<file path="config.mk">
export PLATFORM = sky130hd
export DESIGN_NAME = lesr_top
export DESIGN_NICKNAME = d
export VERILOG_FILES = /design/src/include/lesr_pkg.sv /design/src/include/lesr_cnt_if.sv /design/src/rtl/lesr_lane_counters.sv /design/src/rtl/lesr_top.sv
export SDC_FILE = /design/constraint.sdc
export NUM_CORES = 1
export LEC_CHECK = 0
export BUFFER_PORTS_ARGS = -buffer_cell sky130_fd_sc_hd__buf_4
export CAP_MARGIN = 5
export CORE_AREA = 4 4 642 644
export DETAILED_ROUTE_END_ITERATION = 8
export DIE_AREA = 0 0 646 648
export PLACE_DENSITY = 0.31
export SLEW_MARGIN = 20
export SYNTH_ARGS = -nofsm -noshare
export SYNTH_HDL_FRONTEND = slang
export SYNTH_HIERARCHICAL = 1
export SYNTH_SLANG_ARGS = --single-unit
</file>
<file path="constraint.sdc">
create_clock -name clk_i -period 2.1 [get_ports clk_i]
set_input_delay 0.315 -clock clk_i [delete_from_list [all_inputs] [get_ports clk_i]]
set_output_delay 0.315 -clock clk_i [all_outputs]
set_load 0.03 [all_outputs]
</file>
<file path="src/include/lesr_pkg.sv">
// Constants of the lane error status register group.
// Assumes a 32-bit bus with byte addresses; register index times four.
package lesr_pkg;
    // Lane and counter geometry
    localparam int MAX_LANES     = 32;
    localparam int LANES_PER_GRP = 8;
    localparam int CNT_W         = 4;
    localparam int CRC_W         = 32;
    localparam int DAT_W         = 32;
    localparam int SEL_W         = 4;
    localparam int ADR_W         = 8;
    localparam int IDX_W         = 6;
    localparam logic [CNT_W-1:0] CNT_SAT  = 4'hF;
    localparam logic [CNT_W-1:0] CNT_ZERO = 4'h0;
    localparam logic [CNT_W-1:0] CNT_ONE  = 4'h1;
    localparam logic [DAT_W-1:0] DAT_ZERO = 32'h0000_0000;

    // Register indices
    localparam logic [IDX_W-1:0] IDX_LINK_RST = 6'h10;
    localparam logic [IDX_W-1:0] IDX_CNT0     = 6'h23;
    localparam logic [IDX_W-1:0] IDX_CNT1     = 6'h24;
    localparam logic [IDX_W-1:0] IDX_CNT2     = 6'h25;
    localparam logic [IDX_W-1:0] IDX_CNT3     = 6'h26;
    localparam logic [IDX_W-1:0] IDX_RX_FLAG  = 6'h28;
    localparam logic [IDX_W-1:0] IDX_TX_FLAG  = 6'h29;
    localparam logic [IDX_W-1:0] IDX_IRQ_STAT = 6'h30;
    localparam logic [IDX_W-1:0] IDX_IRQ_EN   = 6'h31;
    localparam logic [IDX_W-1:0] IDX_IRQ_CLR  = 6'h32;
    localparam logic [IDX_W-1:0] IDX_INJ      = 6'h38;

    // Link reset register bits and flag register bit
    localparam int RST_CNT_CLR_BIT = 6;
    localparam int RST_RXF_CLR_BIT = 8;
    localparam int RST_TXF_CLR_BIT = 9;
    localparam int FLAG_BIT        = 0;

    // Interrupt status layout
    localparam int IRQ_W   = 3;
    localparam int IRQ_CRC = 0;
    localparam int IRQ_RXF = 1;
    localparam int IRQ_TXF = 2;
endpackage

</file>
<file path="src/include/lesr_cnt_if.sv">
// Carrier between the register group and its lane counter bank.
// Assumes one clock shared by both ends.
`timescale 1ns/1ns
interface lesr_cnt_if #(parameter int NUM_LANES = 24);
    logic [NUM_LANES-1:0]                  err;
    logic                                  clr;
    logic [NUM_LANES*lesr_pkg::CNT_W-1:0] cnt;
    modport owner (input err, input clr, output cnt);
    modport user  (output err, output clr, input cnt);
endinterface

</file>
<file path="src/rtl/lesr_lane_counters.sv">
// Bank of saturating per-lane error counters.
// Assumes error strobes are one-cycle pulses synchronous to clk_i.
`timescale 1ns/1ns
module lesr_lane_counters #(
    parameter int NUM_LANES = 24
) (
    // Clock and reset
    input wire logic clk_i,
    input wire logic rst_i,
    // Counter carrier
    lesr_cnt_if.owner cnt_if
);
    import lesr_pkg::*;

    logic [CNT_W-1:0] cnt_q [NUM_LANES];

    // Next count: clear, then count up, holding at the top
    function automatic logic [CNT_W-1:0] cnt_next(
        input logic [CNT_W-1:0] cur,
        input logic             err,
        input logic             clr
    );
        logic [CNT_W-1:0] res;
        res = cur;
        if (clr) begin
            res = err ? CNT_ONE : CNT_ZERO;
        end else if (err && cur != CNT_SAT) begin
            res = cur + CNT_ONE;
        end
        return res;
    endfunction

    // Counter update
    always_ff @(posedge clk_i) begin
        for (int l = 0; l < NUM_LANES; l++) begin
            if (rst_i) begin
                cnt_q[l] <= CNT_ZERO;
            end else begin
                cnt_q[l] <= cnt_next(cnt_q[l], cnt_if.err[l], cnt_if.clr); // RULE1 RULE2 RULE3
            end
        end
    end

    // Flatten counts and guard each lane
    for (genvar g = 0; g < NUM_LANES; g++) begin : g_lane
        assign cnt_if.cnt[g*CNT_W +: CNT_W] = cnt_q[g];

    end
endmodule

</file>
<file path="src/rtl/lesr_top.sv">
// Lane error status and test register group on a classic Wishbone slave.
// Assumes event inputs are one-cycle or level strobes synchronous to clk_i.
`timescale 1ns/1ns

// Summary of operation
// RULE1 - Four-bit error counter per receive lane
// RULE2 - Counters stop at F, never wrap
// RULE3 - Reset register bit 6 zeroes counters
// RULE4 - Read-only groups for lanes 16-23, 24-31
// RULE5 - First group holds lanes 0-7, nibble each
// RULE6 - Sticky receive alignment-lost flag in bit 0
// RULE7 - Receive flag set on lane down faults
// RULE8 - Sticky transmit alignment-lost flag in bit 0
// RULE9 - Transmit flag set on FIFO under/overflow
// RULE10 - Flags cleared only by reset register
// RULE11 - Injection bit set corrupts lane checksum
// RULE12 - Injection bit clear sends correct checksum
// RULE13 - Software holds bit one metaframe minimum
// RULE14 - Held bit yields corrupted checksum on lane
// RULE15 - Groups ascend; absent lanes read zero
module lesr_top #(
    parameter int NUM_LANES = 24
) (
    // Clock and reset
    input  wire logic                                   clk_i,
    input  wire logic                                   rst_i,
    // Wishbone slave
    input  wire logic                                   wb_cyc_i,
    input  wire logic                                   wb_stb_i,
    input  wire logic                                   wb_we_i,
    input  wire logic [lesr_pkg::ADR_W-1:0]             wb_adr_i,
    input  wire logic [lesr_pkg::SEL_W-1:0]             wb_sel_i,
    input  wire logic [lesr_pkg::DAT_W-1:0]             wb_dat_i,
    output logic      [lesr_pkg::DAT_W-1:0]             wb_dat_o,
    output logic                                        wb_ack_o,
    // Receive events
    input  wire logic [NUM_LANES-1:0]                   rx_crc_err_i,
    input  wire logic [NUM_LANES-1:0]                   rx_lane_down_i,
    input  wire logic                                   rx_align_fault_i,
    // Transmit events
    input  wire logic                                   tx_fifo_underflow_i,
    input  wire logic                                   tx_fifo_overflow_i,
    // Transmit checksum path
    input  wire logic [NUM_LANES*lesr_pkg::CRC_W-1:0]   tx_crc32_i,
    output logic      [NUM_LANES*lesr_pkg::CRC_W-1:0]   tx_crc32_o,
    // Interrupt
    output logic                                        irq_o
);
    import lesr_pkg::*;

    // Refuse lane counts the groups cannot hold
    if (NUM_LANES < 1 || NUM_LANES > MAX_LANES) begin : g_bad_lanes
        $error("NUM_LANES must lie between 1 and 32");
    end

    lesr_cnt_if #(.NUM_LANES(NUM_LANES)) cnt_if ();

    logic                 ack_q;
    logic [DAT_W-1:0]     rdat_q;
    logic [DAT_W-1:0]     rd_d;
    logic [NUM_LANES-1:0] inj_q;
    logic [IRQ_W-1:0]     irq_stat_q;
    logic [IRQ_W-1:0]     irq_en_q;
    logic [IRQ_W-1:0]     irq_set;
    logic [IRQ_W-1:0]     irq_clr;
    logic                 rxf_q;
    logic                 txf_q;
    logic                 rxf_set;
    logic                 txf_set;
    logic                 rxf_clr;
    logic                 txf_clr;
    logic                 bus_req;
    logic                 wr_go;
    logic                 rd_go;
    logic [IDX_W-1:0]     idx;
    logic [DAT_W-1:0]     wmask;
    logic                 rst_wr;

    // Expand byte enables into a bit mask
    function automatic logic [DAT_W-1:0] sel_mask(input logic [SEL_W-1:0] sel);
        logic [DAT_W-1:0] m;
        m = DAT_ZERO;
        for (int b = 0; b < SEL_W; b++) begin
            m[b*8 +: 8] = {8{sel[b]}};
        end
        return m;
    endfunction

    // Merge write data into a stored word under byte enables
    function automatic logic [DAT_W-1:0] merge(
        input logic [DAT_W-1:0] old,
        input logic [DAT_W-1:0] wdat,
        input logic [SEL_W-1:0] sel
    );
        logic [DAT_W-1:0] m;
        m = sel_mask(sel);
        return (old & ~m) | (wdat & m);
    endfunction

    // Pack one group of eight lane counters; absent lanes read zero
    function automatic logic [DAT_W-1:0] grp_word(
        input logic [NUM_LANES*CNT_W-1:0] cnt,
        input int                         grp
    );
        logic [DAT_W-1:0] w;
        int               lane;
        w = DAT_ZERO;
        for (int k = 0; k < LANES_PER_GRP; k++) begin
            lane = grp * LANES_PER_GRP + k;
            if (lane < NUM_LANES) begin
                w[k*CNT_W +: CNT_W] = cnt[lane*CNT_W +: CNT_W];
            end
        end
        return w;
    endfunction

    // Bus decode: one access per request, answered in the next cycle
    assign bus_req = wb_cyc_i & wb_stb_i & ~ack_q;
    assign wr_go   = bus_req & wb_we_i;
    assign rd_go   = bus_req & ~wb_we_i;
    assign idx     = wb_adr_i[ADR_W-1:2];
    assign wmask   = wb_dat_i & sel_mask(wb_sel_i);
    assign rst_wr  = wr_go && idx == IDX_LINK_RST;

    // Clear pulses from the link reset register
    assign cnt_if.clr = rst_wr & wmask[RST_CNT_CLR_BIT]; // RULE3
    assign rxf_clr    = rst_wr & wmask[RST_RXF_CLR_BIT]; // RULE10
    assign txf_clr    = rst_wr & wmask[RST_TXF_CLR_BIT]; // RULE10

    // Counter events
    assign cnt_if.err = rx_crc_err_i; // RULE1

    lesr_lane_counters #(
        .NUM_LANES (NUM_LANES)
    ) u_counters (
        .clk_i  (clk_i),
        .rst_i  (rst_i),
        .cnt_if (cnt_if)
    );

    // Alignment-loss causes
    assign rxf_set = rx_align_fault_i | (|rx_lane_down_i);       // RULE7
    assign txf_set = tx_fifo_underflow_i | tx_fifo_overflow_i; // RULE9

    // Acknowledge one cycle after the request, drop the next
    always_ff @(posedge clk_i) begin
        if (rst_i) begin
            ack_q <= 1'b0;
        end else begin
            ack_q <= bus_req;
        end
    end

    // Read data register; zero outside the answer cycle
    always_ff @(posedge clk_i) begin
        if (rst_i) begin
            rdat_q <= DAT_ZERO;
        end else if (rd_go) begin
            rdat_q <= rd_d;
        end else begin
            rdat_q <= DAT_ZERO;
        end
    end

    // Read multiplexer; unmapped and write-only places read zero
    always_comb begin
        rd_d = DAT_ZERO;
        case (idx)
            IDX_CNT0: begin
                rd_d = grp_word(cnt_if.cnt, 0); // RULE5
            end
            IDX_CNT1: begin
                rd_d = grp_word(cnt_if.cnt, 1); // RULE15
            end
            IDX_CNT2: begin
                rd_d = grp_word(cnt_if.cnt, 2); // RULE4
            end
            IDX_CNT3: begin
                rd_d = grp_word(cnt_if.cnt, 3); // RULE4
            end
            IDX_RX_FLAG: begin
                rd_d[FLAG_BIT] = rxf_q; // RULE6
            end
            IDX_TX_FLAG: begin
                rd_d[FLAG_BIT] = txf_q; // RULE8
            end
            IDX_IRQ_STAT: begin
                rd_d[IRQ_W-1:0] = irq_stat_q;
            end
            IDX_IRQ_EN: begin
                rd_d[IRQ_W-1:0] = irq_en_q;
            end
            IDX_INJ: begin
                rd_d[NUM_LANES-1:0] = inj_q;
            end
            default: begin
                rd_d = DAT_ZERO;
            end
        endcase
    end

    // Sticky receive alignment-loss flag; set wins over clear
    always_ff @(posedge clk_i) begin
        if (rst_i) begin
            rxf_q <= 1'b0;
        end else begin
            rxf_q <= rxf_set | (rxf_q & ~rxf_clr); // RULE6 RULE10
        end
    end

    // Sticky transmit alignment-loss flag; set wins over clear
    always_ff @(posedge clk_i) begin
        if (rst_i) begin
            txf_q <= 1'b0;
        end else begin
            txf_q <= txf_set | (txf_q & ~txf_clr); // RULE8 RULE10
        end
    end

    // Checksum corruption control word
    always_ff @(posedge clk_i) begin
        if (rst_i) begin
            inj_q <= '0;
        end else if (wr_go && idx == IDX_INJ) begin
            inj_q <= NUM_LANES'(merge(DAT_W'(inj_q), wb_dat_i, wb_sel_i)); // RULE11
        end
    end

    // Corrupt checksum words of lanes whose control bit is set
    always_ff @(posedge clk_i) begin
        for (int l = 0; l < NUM_LANES; l++) begin
            if (rst_i) begin
                tx_crc32_o[l*CRC_W +: CRC_W] <= '0;
            end else if (inj_q[l]) begin
                tx_crc32_o[l*CRC_W +: CRC_W] <= ~tx_crc32_i[l*CRC_W +: CRC_W]; // RULE11 RULE14
            end else begin
                tx_crc32_o[l*CRC_W +: CRC_W] <= tx_crc32_i[l*CRC_W +: CRC_W]; // RULE12
            end
        end
    end

    // Interrupt events and write-one-to-clear
    always_comb begin
        irq_set          = '0;
        irq_set[IRQ_CRC] = |rx_crc_err_i;
        irq_set[IRQ_RXF] = rxf_set;
        irq_set[IRQ_TXF] = txf_set;
        irq_clr          = '0;
        if (wr_go && idx == IDX_IRQ_CLR) begin
            irq_clr = wmask[IRQ_W-1:0];
        end
    end

    // Sticky interrupt status; set wins over clear
    always_ff @(posedge clk_i) begin
        if (rst_i) begin
            irq_stat_q <= '0;
        end else begin
            irq_stat_q <= irq_set | (irq_stat_q & ~irq_clr);
        end
    end

    // Interrupt enable register
    always_ff @(posedge clk_i) begin
        if (rst_i) begin
            irq_en_q <= '0;
        end else if (wr_go && idx == IDX_IRQ_EN) begin
            irq_en_q <= IRQ_W'(merge(DAT_W'(irq_en_q), wb_dat_i, wb_sel_i));
        end
    end

    // Outputs
    assign wb_ack_o = ack_q;
    assign wb_dat_o = rdat_q;
    assign irq_o    = |(irq_stat_q & irq_en_q);

    if (NUM_LANES > LANES_PER_GRP) begin : g_grp1

    end

    if (NUM_LANES > 2 * LANES_PER_GRP) begin : g_grp2

    end

    if (NUM_LANES <= 3 * LANES_PER_GRP) begin : g_grp3

    end
endmodule

</file>
Word-level counts from Yosys, hierarchy flattened
Memory sizes are Yosys's and may differ from the RTL's. Index checks and enable logic that the tools add are counted.

$add $sub $neg: 24. Equality and inequality tests: 34. Mux-type cells: 152. Bitwise logic cells: 76. Reductions and logical operators: 32.

Operator list (number): two-way mux 32 bit (24); NOT 32 bit (24); two-way mux 4 bit (96); adder 4 x 1 -> 4 bit (second input constant) (24); inequality test 4 bit (second input constant) (24); one-hot mux 21 bit (4 select lines) (1); == test 6 bit (second input constant) (9); AND 24 bit (2); OR reduction 24 bit (2); logical AND 1 bit (28); OR 1 bit (28); two-way mux 1 bit (27); NOT 24 bit (1); OR 24 bit (1); one-hot mux 8 bit (3 select lines) (1); one-hot mux 2 bit (6 select lines) (1); AND 1 bit (9); AND 3 bit (3); one-hot mux 1 bit (8 select lines) (1); == test 6 x 5 -> 1 bit (second input constant) (1); OR 3 bit (2); NOT 1 bit (5); two-way mux 3 bit (1); NOT 3 bit (1); 2 further kinds (2).

Flip-flop bits (word level): 833. RAM bits: 96. Input port bits: 868. Output and inout bits: 802. Memories kept: 1.

Memories: u_counters.cnt_q (words 24, width 4, read ports 24, clocked after memory_dff 0, wr ports 24, RTL line lesr_lane_counters.sv:15) `logic [CNT_W-1:0] cnt_q [NUM_LANES];`.

Logic depth before layout (Yosys ltp)
Gate-level depths: netlist of run 1.

Depth in word-level cells: 8. Mapped depth: 9.

Cells and area by module
The synthesis of run 1 kept the hierarchy.

Modules (own cells, without submodules): lesr_top (instances 1, cells an instance 2805, area an instance 28828.9 um^2, seq. area each 16676.0 um^2); lesr_lane_counters (instances 1, cells an instance 541, area an instance 4687.0 um^2, seq. area each 1921.8 um^2).

Least setup slack after synthesis of run 1
OpenSTA, ideal clock, no wires.

Path type: register to register. From: reg ack_q, in the netlist wb_ack_o. To: mem u_counters.cnt_q[2][0], in the netlist u_counters/cnt_q[0][8]. Library setup time: 0.132 ns. Data arrival time: 1.808 ns. Data required time: 1.968 ns. Setup slack: 0.160 ns. Stages on the path, launching flop included: 10. Period minus slack after synthesis: 1.940 ns. Cell sequence: dfxtp_1 > and4b_1 > clkbuf_1 > nand2_1 > nor2_1 > buf_2 > buf_4 > nor2_1 > o21ai_0 > a21oi_1.

RTL lines: from (decl) (RTL line lesr_top.sv:58) `logic ack_q;`; from (signal assigned) (RTL line lesr_top.sv:150) `ack_q <= bus_req;`; to (decl) (RTL line lesr_lane_counters.sv:15).

==> flow_metrics.env, run 1 <==
export IMPL_maxCapViolCount=0
export IMPL_max_freq_mhz=425.0
export IMPL_htree_num_levels=4
export IMPL_die_y_um=648
export IMPL_outcome="complete, but fails checks"
export IMPL_ys_async_sr_fraction_pct=0
export IMPL_rsz0062_at_grt="true"
export IMPL_yosys_top_cells_area="dfxtp_1 (55%), xnor2_1 (20%), nor2_1 (9.0%), a21oi_1 (1.6%), buf_2 (1.5%)"
export IMPL_max_stage_delay_ns=0.60
export IMPL_synth_largest_area_cell="dfxtp_1"
export IMPL_required_ns=1.78
export IMPL_failed_checks="negative setup slack"
export IMPL_ff2ff_path_depth=4
export IMPL_synth_nets=4238
export IMPL_min_period_ns=2.353
export IMPL_design_area_um2=66990
export IMPL_ys_types=59
export IMPL_crit_end="irq_o"
export IMPL_setup_tns_final_ns=-0.2527
export IMPL_tightest_slew_ns=0.7938
export IMPL_routedWlPerCell_um=27.00
export IMPL_path_cells="a222oi_1 -> inv_1 -> buf_6"
export IMPL_place_area_um2=53680
export IMPL_die_x_um=646
export IMPL_clock_sinks=929
export IMPL_antenna_left=0
export IMPL_start_util_pct=8.259
export IMPL_fin_hold_ws_ns=0.01152
export IMPL_syn_to_final_growth_pct=99.87
export IMPL_maxSlewViolCount=0
export IMPL_yosys_top_cells_count="dfxtp_1 (929), nor2_1 (803), xnor2_1 (768)"
export IMPL_path_class="reg2out"
export IMPL_layout_cells_non_filler=11550
export IMPL_crit_path_end_kind="primary output"
export IMPL_fillers=45900
export IMPL_arrival_ns=2.04
export IMPL_synth_edf_count=0
export IMPL_critPathSlowestCell="a222oi_1"
export IMPL_grt_overflow_total=0
export IMPL_reg2reg_slack_ns=0.15
export IMPL_clk_path_buf_depth=4
export IMPL_postSynthAreaPerCell_um2=10.02
export IMPL_clk_pin_slew_ns=0.05
export IMPL_vias_per_cell=3.039
export IMPL_remaining_drc_errors=0
export IMPL_port_buffers=1658
export IMPL_p_leak_nw=27.17
export IMPL_dieArea_um2=418600
export IMPL_core_area_um2=405800
export IMPL_synth_yosys_warnings=6
export IMPL_critical_path_top_delay_family="compound AO/OA/AOI/OAI gates"
export IMPL_yosysSeqAreaShare_pct=55.49
export IMPL_hold_viol=0
export IMPL_reg2reg_to="tx_crc32_o[761]$_SDFF_PP0_"
export IMPL_grt_pass1_wl_um=393000
export IMPL_critical_path_max_fanout=2
export IMPL_ys_flop_type="dfxtp_1"
export IMPL_synth_most_common_cell="dfxtp_1"
export IMPL_path_depth=3
export IMPL_num_io_pins=1670
export IMPL_vias=35110
export IMPL_numCtsBuffers=140
export IMPL_row_count=234
export IMPL_slew_limit_headroom_pct=46.88
export IMPL_clock_skew_ns=0.05505
export IMPL_power_density_nw_per_um2=776.9
export IMPL_cts_root_buf="clkbuf_16"
export IMPL_ys_seq_elements=929
export IMPL_period_share_pct=112.0
export IMPL_post_place_ws_ns=-0.2083
export IMPL_crit_path_start_kind="flop"
export IMPL_dp_hpwl_um=268700
export IMPL_place_congestion=0.8949
export IMPL_finalSetupViolations=1
export IMPL_syn_area_um2=33520
export IMPL_ir_drop_v=0.0006034
export IMPL_grt_pass1_vias=37490
export IMPL_antenna_found_initial=214
export IMPL_grt_max_degree=70
export IMPL_worstHoldPathType="in2reg"
export IMPL_cts_tree="built"
export IMPL_path_buf_inv=2
export IMPL_synth_top_area_share_pct=55.49
export IMPL_nets=6870
export IMPL_clk_latency_ns=0.84
export IMPL_drt_wl_total_um=311900
export IMPL_dpl_cell_count=10400
export IMPL_grt_total_usage_pct=14.20
export IMPL_drtPass1Iterations=5
export IMPL_setup_ws_ns=-0.2527
export IMPL_synthCells=3346
export IMPL_drt_initial_drc_count=2089
export IMPL_drive_above_1_share_pct=34.77
==> worst register-to-register path, delay by kind of cell (launching register included) <==
family        cells  cell delay, ns
buf+inv           2            0.88
xor+xnor          1            0.14
flops             1            0.76
simple gates      1            0.05
==> cells in the final DEF, fill, tap and decap left out, drive strengths merged, types with 2 or more instances in the layout <==
cell,netlist,layout
buf,120,1848
nand2,59,59
dlygate4sd3,0,863
mux2i,42,42
and3,15,15
nor3b,7,7
diode,0,51
bufinv,0,8
xnor2,768,768
a31oi,24,24
a222oi,23,23
nand3,11,11
dfxtp,929,929
and4,6,6
ha,24,24
a211oi,9,9
o2bb2ai,4,4
a22oi,8,8
nand4bb,2,2
o21ai,72,72
clkinvlp,0,11
nand3b,17,17
o211ai,5,5
nand4,31,31
nor2,804,805
nor3,38,38
nor4,11,11
o31ai,4,4
or3,12,12
a21oi,106,106
clkinv,0,31
a211o,5,5
inv,37,43
and4b,21,21
nor2b,17,17
clkbuf,102,183
==> repair_timing <==
action / 4_1_cts / 5_1_grt
pin swaps: 2 / 1
endpoints found under the setup margin: 70 / 43
gates cloned: 0 / 1
hold buffers: 863 / 0
resized for setup: 3 / 5
buffers inserted: 1 / 0
endpoints found under the hold margin: 904 / 0
==> metrics by stage <==
stage | utilization [%] | total power, mW
floorplan | - | 22.16
global placement | 13.23 | 26.85
detailed placement | 13.23 | 26.82
CTS | 16.47 | 53.63
global route | 16.49 | 54.38
finish | 16.51 | 52.04
==> registers in the layout (all words and copies together), names as in the netlist, named ones only <==
register,count
tx_crc32_o,768
u_counters/cnt_q,96
wb_dat_o,32
irq_stat_q,3
rxf_q,1
txf_q,1
wb_ack_o,1
==> worst min path at each step <==
stage	startpoint	endpoint	slack (ns)	cells after the start
finish	tx_crc32_i[727]	tx_crc32_o[727]$_SDFF_PP0_	0.01	3
global route	tx_crc32_i[727]	tx_crc32_o[727]$_SDFF_PP0_	0.001	3
CTS	tx_crc32_i[727]	tx_crc32_o[727]$_SDFF_PP0_	0.002	3
detailed placement	rxf_q$_SDFF_PP0_	rxf_q$_SDFF_PP0_	0.48	2
global placement	txf_q$_SDFF_PP0_	txf_q$_SDFF_PP0_	0.47	2
floorplan	tx_crc32_i[0]	tx_crc32_o[0]$_SDFF_PP0_	0.45	2
==> report_power, final <==
group          total (mW)  switching [mW]  internal, mW
combinational        9.05            5.06          3.99
clock                24.0            9.85          14.2
sequential           19.0           0.460          18.5
total                52.0            15.4          36.7
==> cell type report <==
cell class	instances	area [um2]	area share, %
multi-input combinational	2159	13740	20.51
tap	5428	6792	10.14
clock buffer	183	3931	5.869
antenna	51	127.6	0.1905
timing repair buffer	2711	23040	34.40
clock inverter	56	578.1	0.8629
inverter	37	138.9	0.2073
sequential	929	18640	27.82
==> logic make-up (layout without fill, tap and decap cells) <==
kind of cell	count (synthesis)	in the layout	synth area share, %
compound gates	265	265	4.849
fa+ha+maj	24	24	0.8960
simple gates	1058	1059	13.75
mux	43	43	1.288
buf+inv	259	2987	3.662
flops	929	929	55.49
xor+xnor	768	768	20.07
other cells	0	51	0
==> metal layers <==
metal,vias to the layer above,share of wire [%],routed length [um],GRT usage (%)
li1,16020,-,-,-
met2,1516,48,149200,24.34
met3,499,8.0,25020,4.586
met5,-,0.049,154,0
met4,24,2.6,8231,3.124
met1,17060,41,129300,17.20
Note: power is estimated with default switching activity, not from simulation.
==> run 2, diff against run 1 <==
--- a/config.mk
+++ b/config.mk
@@ -10,8 +10,7 @@
 export CORE_AREA = 4 4 642 644
 export DETAILED_ROUTE_END_ITERATION = 8
 export DIE_AREA = 0 0 646 648
-export PLACE_DENSITY = 0.31
-export SLEW_MARGIN = 20
+export SLEW_MARGIN = 25
 export SYNTH_ARGS = -nofsm -noshare
 export SYNTH_HDL_FRONTEND = slang
 export SYNTH_HIERARCHICAL = 1
==> flow_metrics.env, run 2 (same netlist as run 1, synthesis figures left out) <==
export IMPL_maxCapViolCount=0
export IMPL_arrival_ns=1.89
export IMPL_port_buffers=1658
export IMPL_path_class="reg2out"
export IMPL_die_y_um=648
export IMPL_finalSetupViolations=1
export IMPL_remaining_drc_errors=0
export IMPL_grt_max_degree=108
export IMPL_start_util_pct=8.259
export IMPL_drtPass1Iterations=5
export IMPL_routedWlPerCell_um=30.00
export IMPL_design_area_um2=66720
export IMPL_required_ns=1.78
export IMPL_grt_pass1_vias=35810
export IMPL_core_area_um2=405800
export IMPL_period_share_pct=104.9
export IMPL_grt_total_usage_pct=15.79
export IMPL_critical_path_max_fanout=3
export IMPL_place_congestion=0.9798
export IMPL_cts_tree="built"
export IMPL_nets=6790
export IMPL_row_count=234
export IMPL_setup_ws_ns=-0.1030
export IMPL_cts_setup_buffers=0
export IMPL_die_x_um=646
export IMPL_rr_startpoint="wb_ack_o$_SDFF_PP0_"
export IMPL_dpl_cell_count=10340
export IMPL_power_mw=53.49
export IMPL_numCtsBuffers=137
export IMPL_power_density_nw_per_um2=801.7
export IMPL_largest_reg_flops=768
export IMPL_regMostFlops="tx_crc32_o"
export IMPL_place_area_um2=53220
export IMPL_layout_common_cells="buf_4 (1742), dfxtp_1 (905), dlygate4sd3_1 (849)"
export IMPL_final_common_cell="buf_4"
export IMPL_hold_start="wb_sel_i[2]"
export IMPL_hold_viol=0
export IMPL_maxSlewViolCount=0
export IMPL_grt_overflow_total=0
export IMPL_fillers=45480
export IMPL_drive_above_1_share_pct=34.27
export IMPL_wl_met3_um=56080
export IMPL_slew_limit_headroom_pct=49.70
export IMPL_failed_checks="negative setup slack"
export IMPL_antenna_found_initial=378
export IMPL_drt_initial_drc_count=2742
export IMPL_dieArea_um2=418600
export IMPL_reg2reg_slack_ns=0.14
export IMPL_reg2reg_to="u_counters/cnt_q[2][14]$_SDFFE_PP0P_"
export IMPL_top_layer="met5"
export IMPL_clock_sinks=929
export IMPL_p_leak_nw=26.88
export IMPL_cts_root_buf="clkbuf_16"
export IMPL_drt_wl_total_um=345800
export IMPL_tightest_slew_ns=0.7517
export IMPL_dp_hpwl_um=299400
export IMPL_grt_pass1_wl_um=419800
export IMPL_setup_worst_path_start="irq_stat_q[0]$_SDFF_PP0_"
export IMPL_fin_hold_ws_ns=0.1078
export IMPL_clk_path_buf_depth=4
export IMPL_num_io_pins=1670
export IMPL_crit_path_start_kind="flop"
export IMPL_min_period_ns=2.203
export IMPL_ir_drop_v=0.0005970
export IMPL_crit_path_end_kind="primary output"
export IMPL_layout_cells_non_filler=11530
export IMPL_htree_num_levels=4
export IMPL_vias_per_cell=3.102
export IMPL_clock_skew_ns=0.06847
export IMPL_outcome="complete, but fails checks"
export IMPL_max_freq_mhz=453.9
export IMPL_ff2ff_path_depth=7
export IMPL_vias=35760
export IMPL_clk_latency_ns=0.87
export IMPL_wl_met2_um=153200
export IMPL_post_place_ws_ns=-0.2462
export IMPL_crit_end="irq_o"
export IMPL_antenna_left=0
export IMPL_m1WireLength_um=118900
export IMPL_clk_pin_slew_ns=0.06
export IMPL_rsz0062_at_grt="true"
export IMPL_syn_to_final_growth_pct=99.07
export IMPL_worstHoldPathType="in2reg"
[run 2: cell types whose count changed in the layout (fill, tap and decap cells not counted), sizes merged]
cell,delta
buf,-62
diode,+47
dlygate4sd3,-14
clkbuf,-8
bufinv,+7
clkinv,+4
inv,+2
clkinvlp,-1
nor2,-1
[run 2: stage by stage]
step	setup TNS (ns)	utilization, %
2_1_floorplan	0	-
3_3_place_gp	-3.197	13.12
3_5_place_dp	-2.525	13.12
4_1_cts	-0.2340	16.38
5_1_grt	-0.2822	16.42
6_report	-0.1030	16.44
[run 2: final cells by class]
type	count	area (um2)	share of cell area (%)
Inverter	37	138.9	0.2082
Clock inverter	68	912.1	1.367
Tap cell	5428	6792	10.18
Timing Repair Buffer	2635	22440	33.64
Clock buffer	175	3835	5.748
Multi-Input combinational cell	2158	13730	20.57
Antenna cell	98	245.2	0.3676
Sequential cell	929	18630	27.92
[run 2: metal layers]
layer,global-route usage (%),vias to the layer above
li1,-,15920
met1,15.83,16740
met2,25.27,2165
met3,11.59,859
met4,5.532,76
met5,0.2632,-
[run 2: worst min path at each step]
stage,end,cells past startpoint
6_report,flop,5
5_1_grt,flop,5
4_1_cts,flop,5
3_5_place_dp,txf_q$_SDFF_PP0_,2
3_3_place_gp,txf_q$_SDFF_PP0_,2
2_1_floorplan,tx_crc32_o[0]$_SDFF_PP0_,2
[run 2: power by group]
part	internal, mW	switching (mW)
sequential	18.5	0.361
combinational	3.91	5.50
clock	14.9	10.3
[run 2: repair_timing]
action                     4_1_cts  5_1_grt
gates cloned                     0        0
gates resized for setup          2        0
setup endpoints to repair       14        1
hold endpoints to repair       919        0
hold buffers                   849        0
pin swaps                        1        0
[run 2: worst max-delay path: stages (launching register included)]
cell and delay, ns:
dfxtp_1 0.35, a222oi_1 0.37, inv_1 0.11, buf_6 0.17
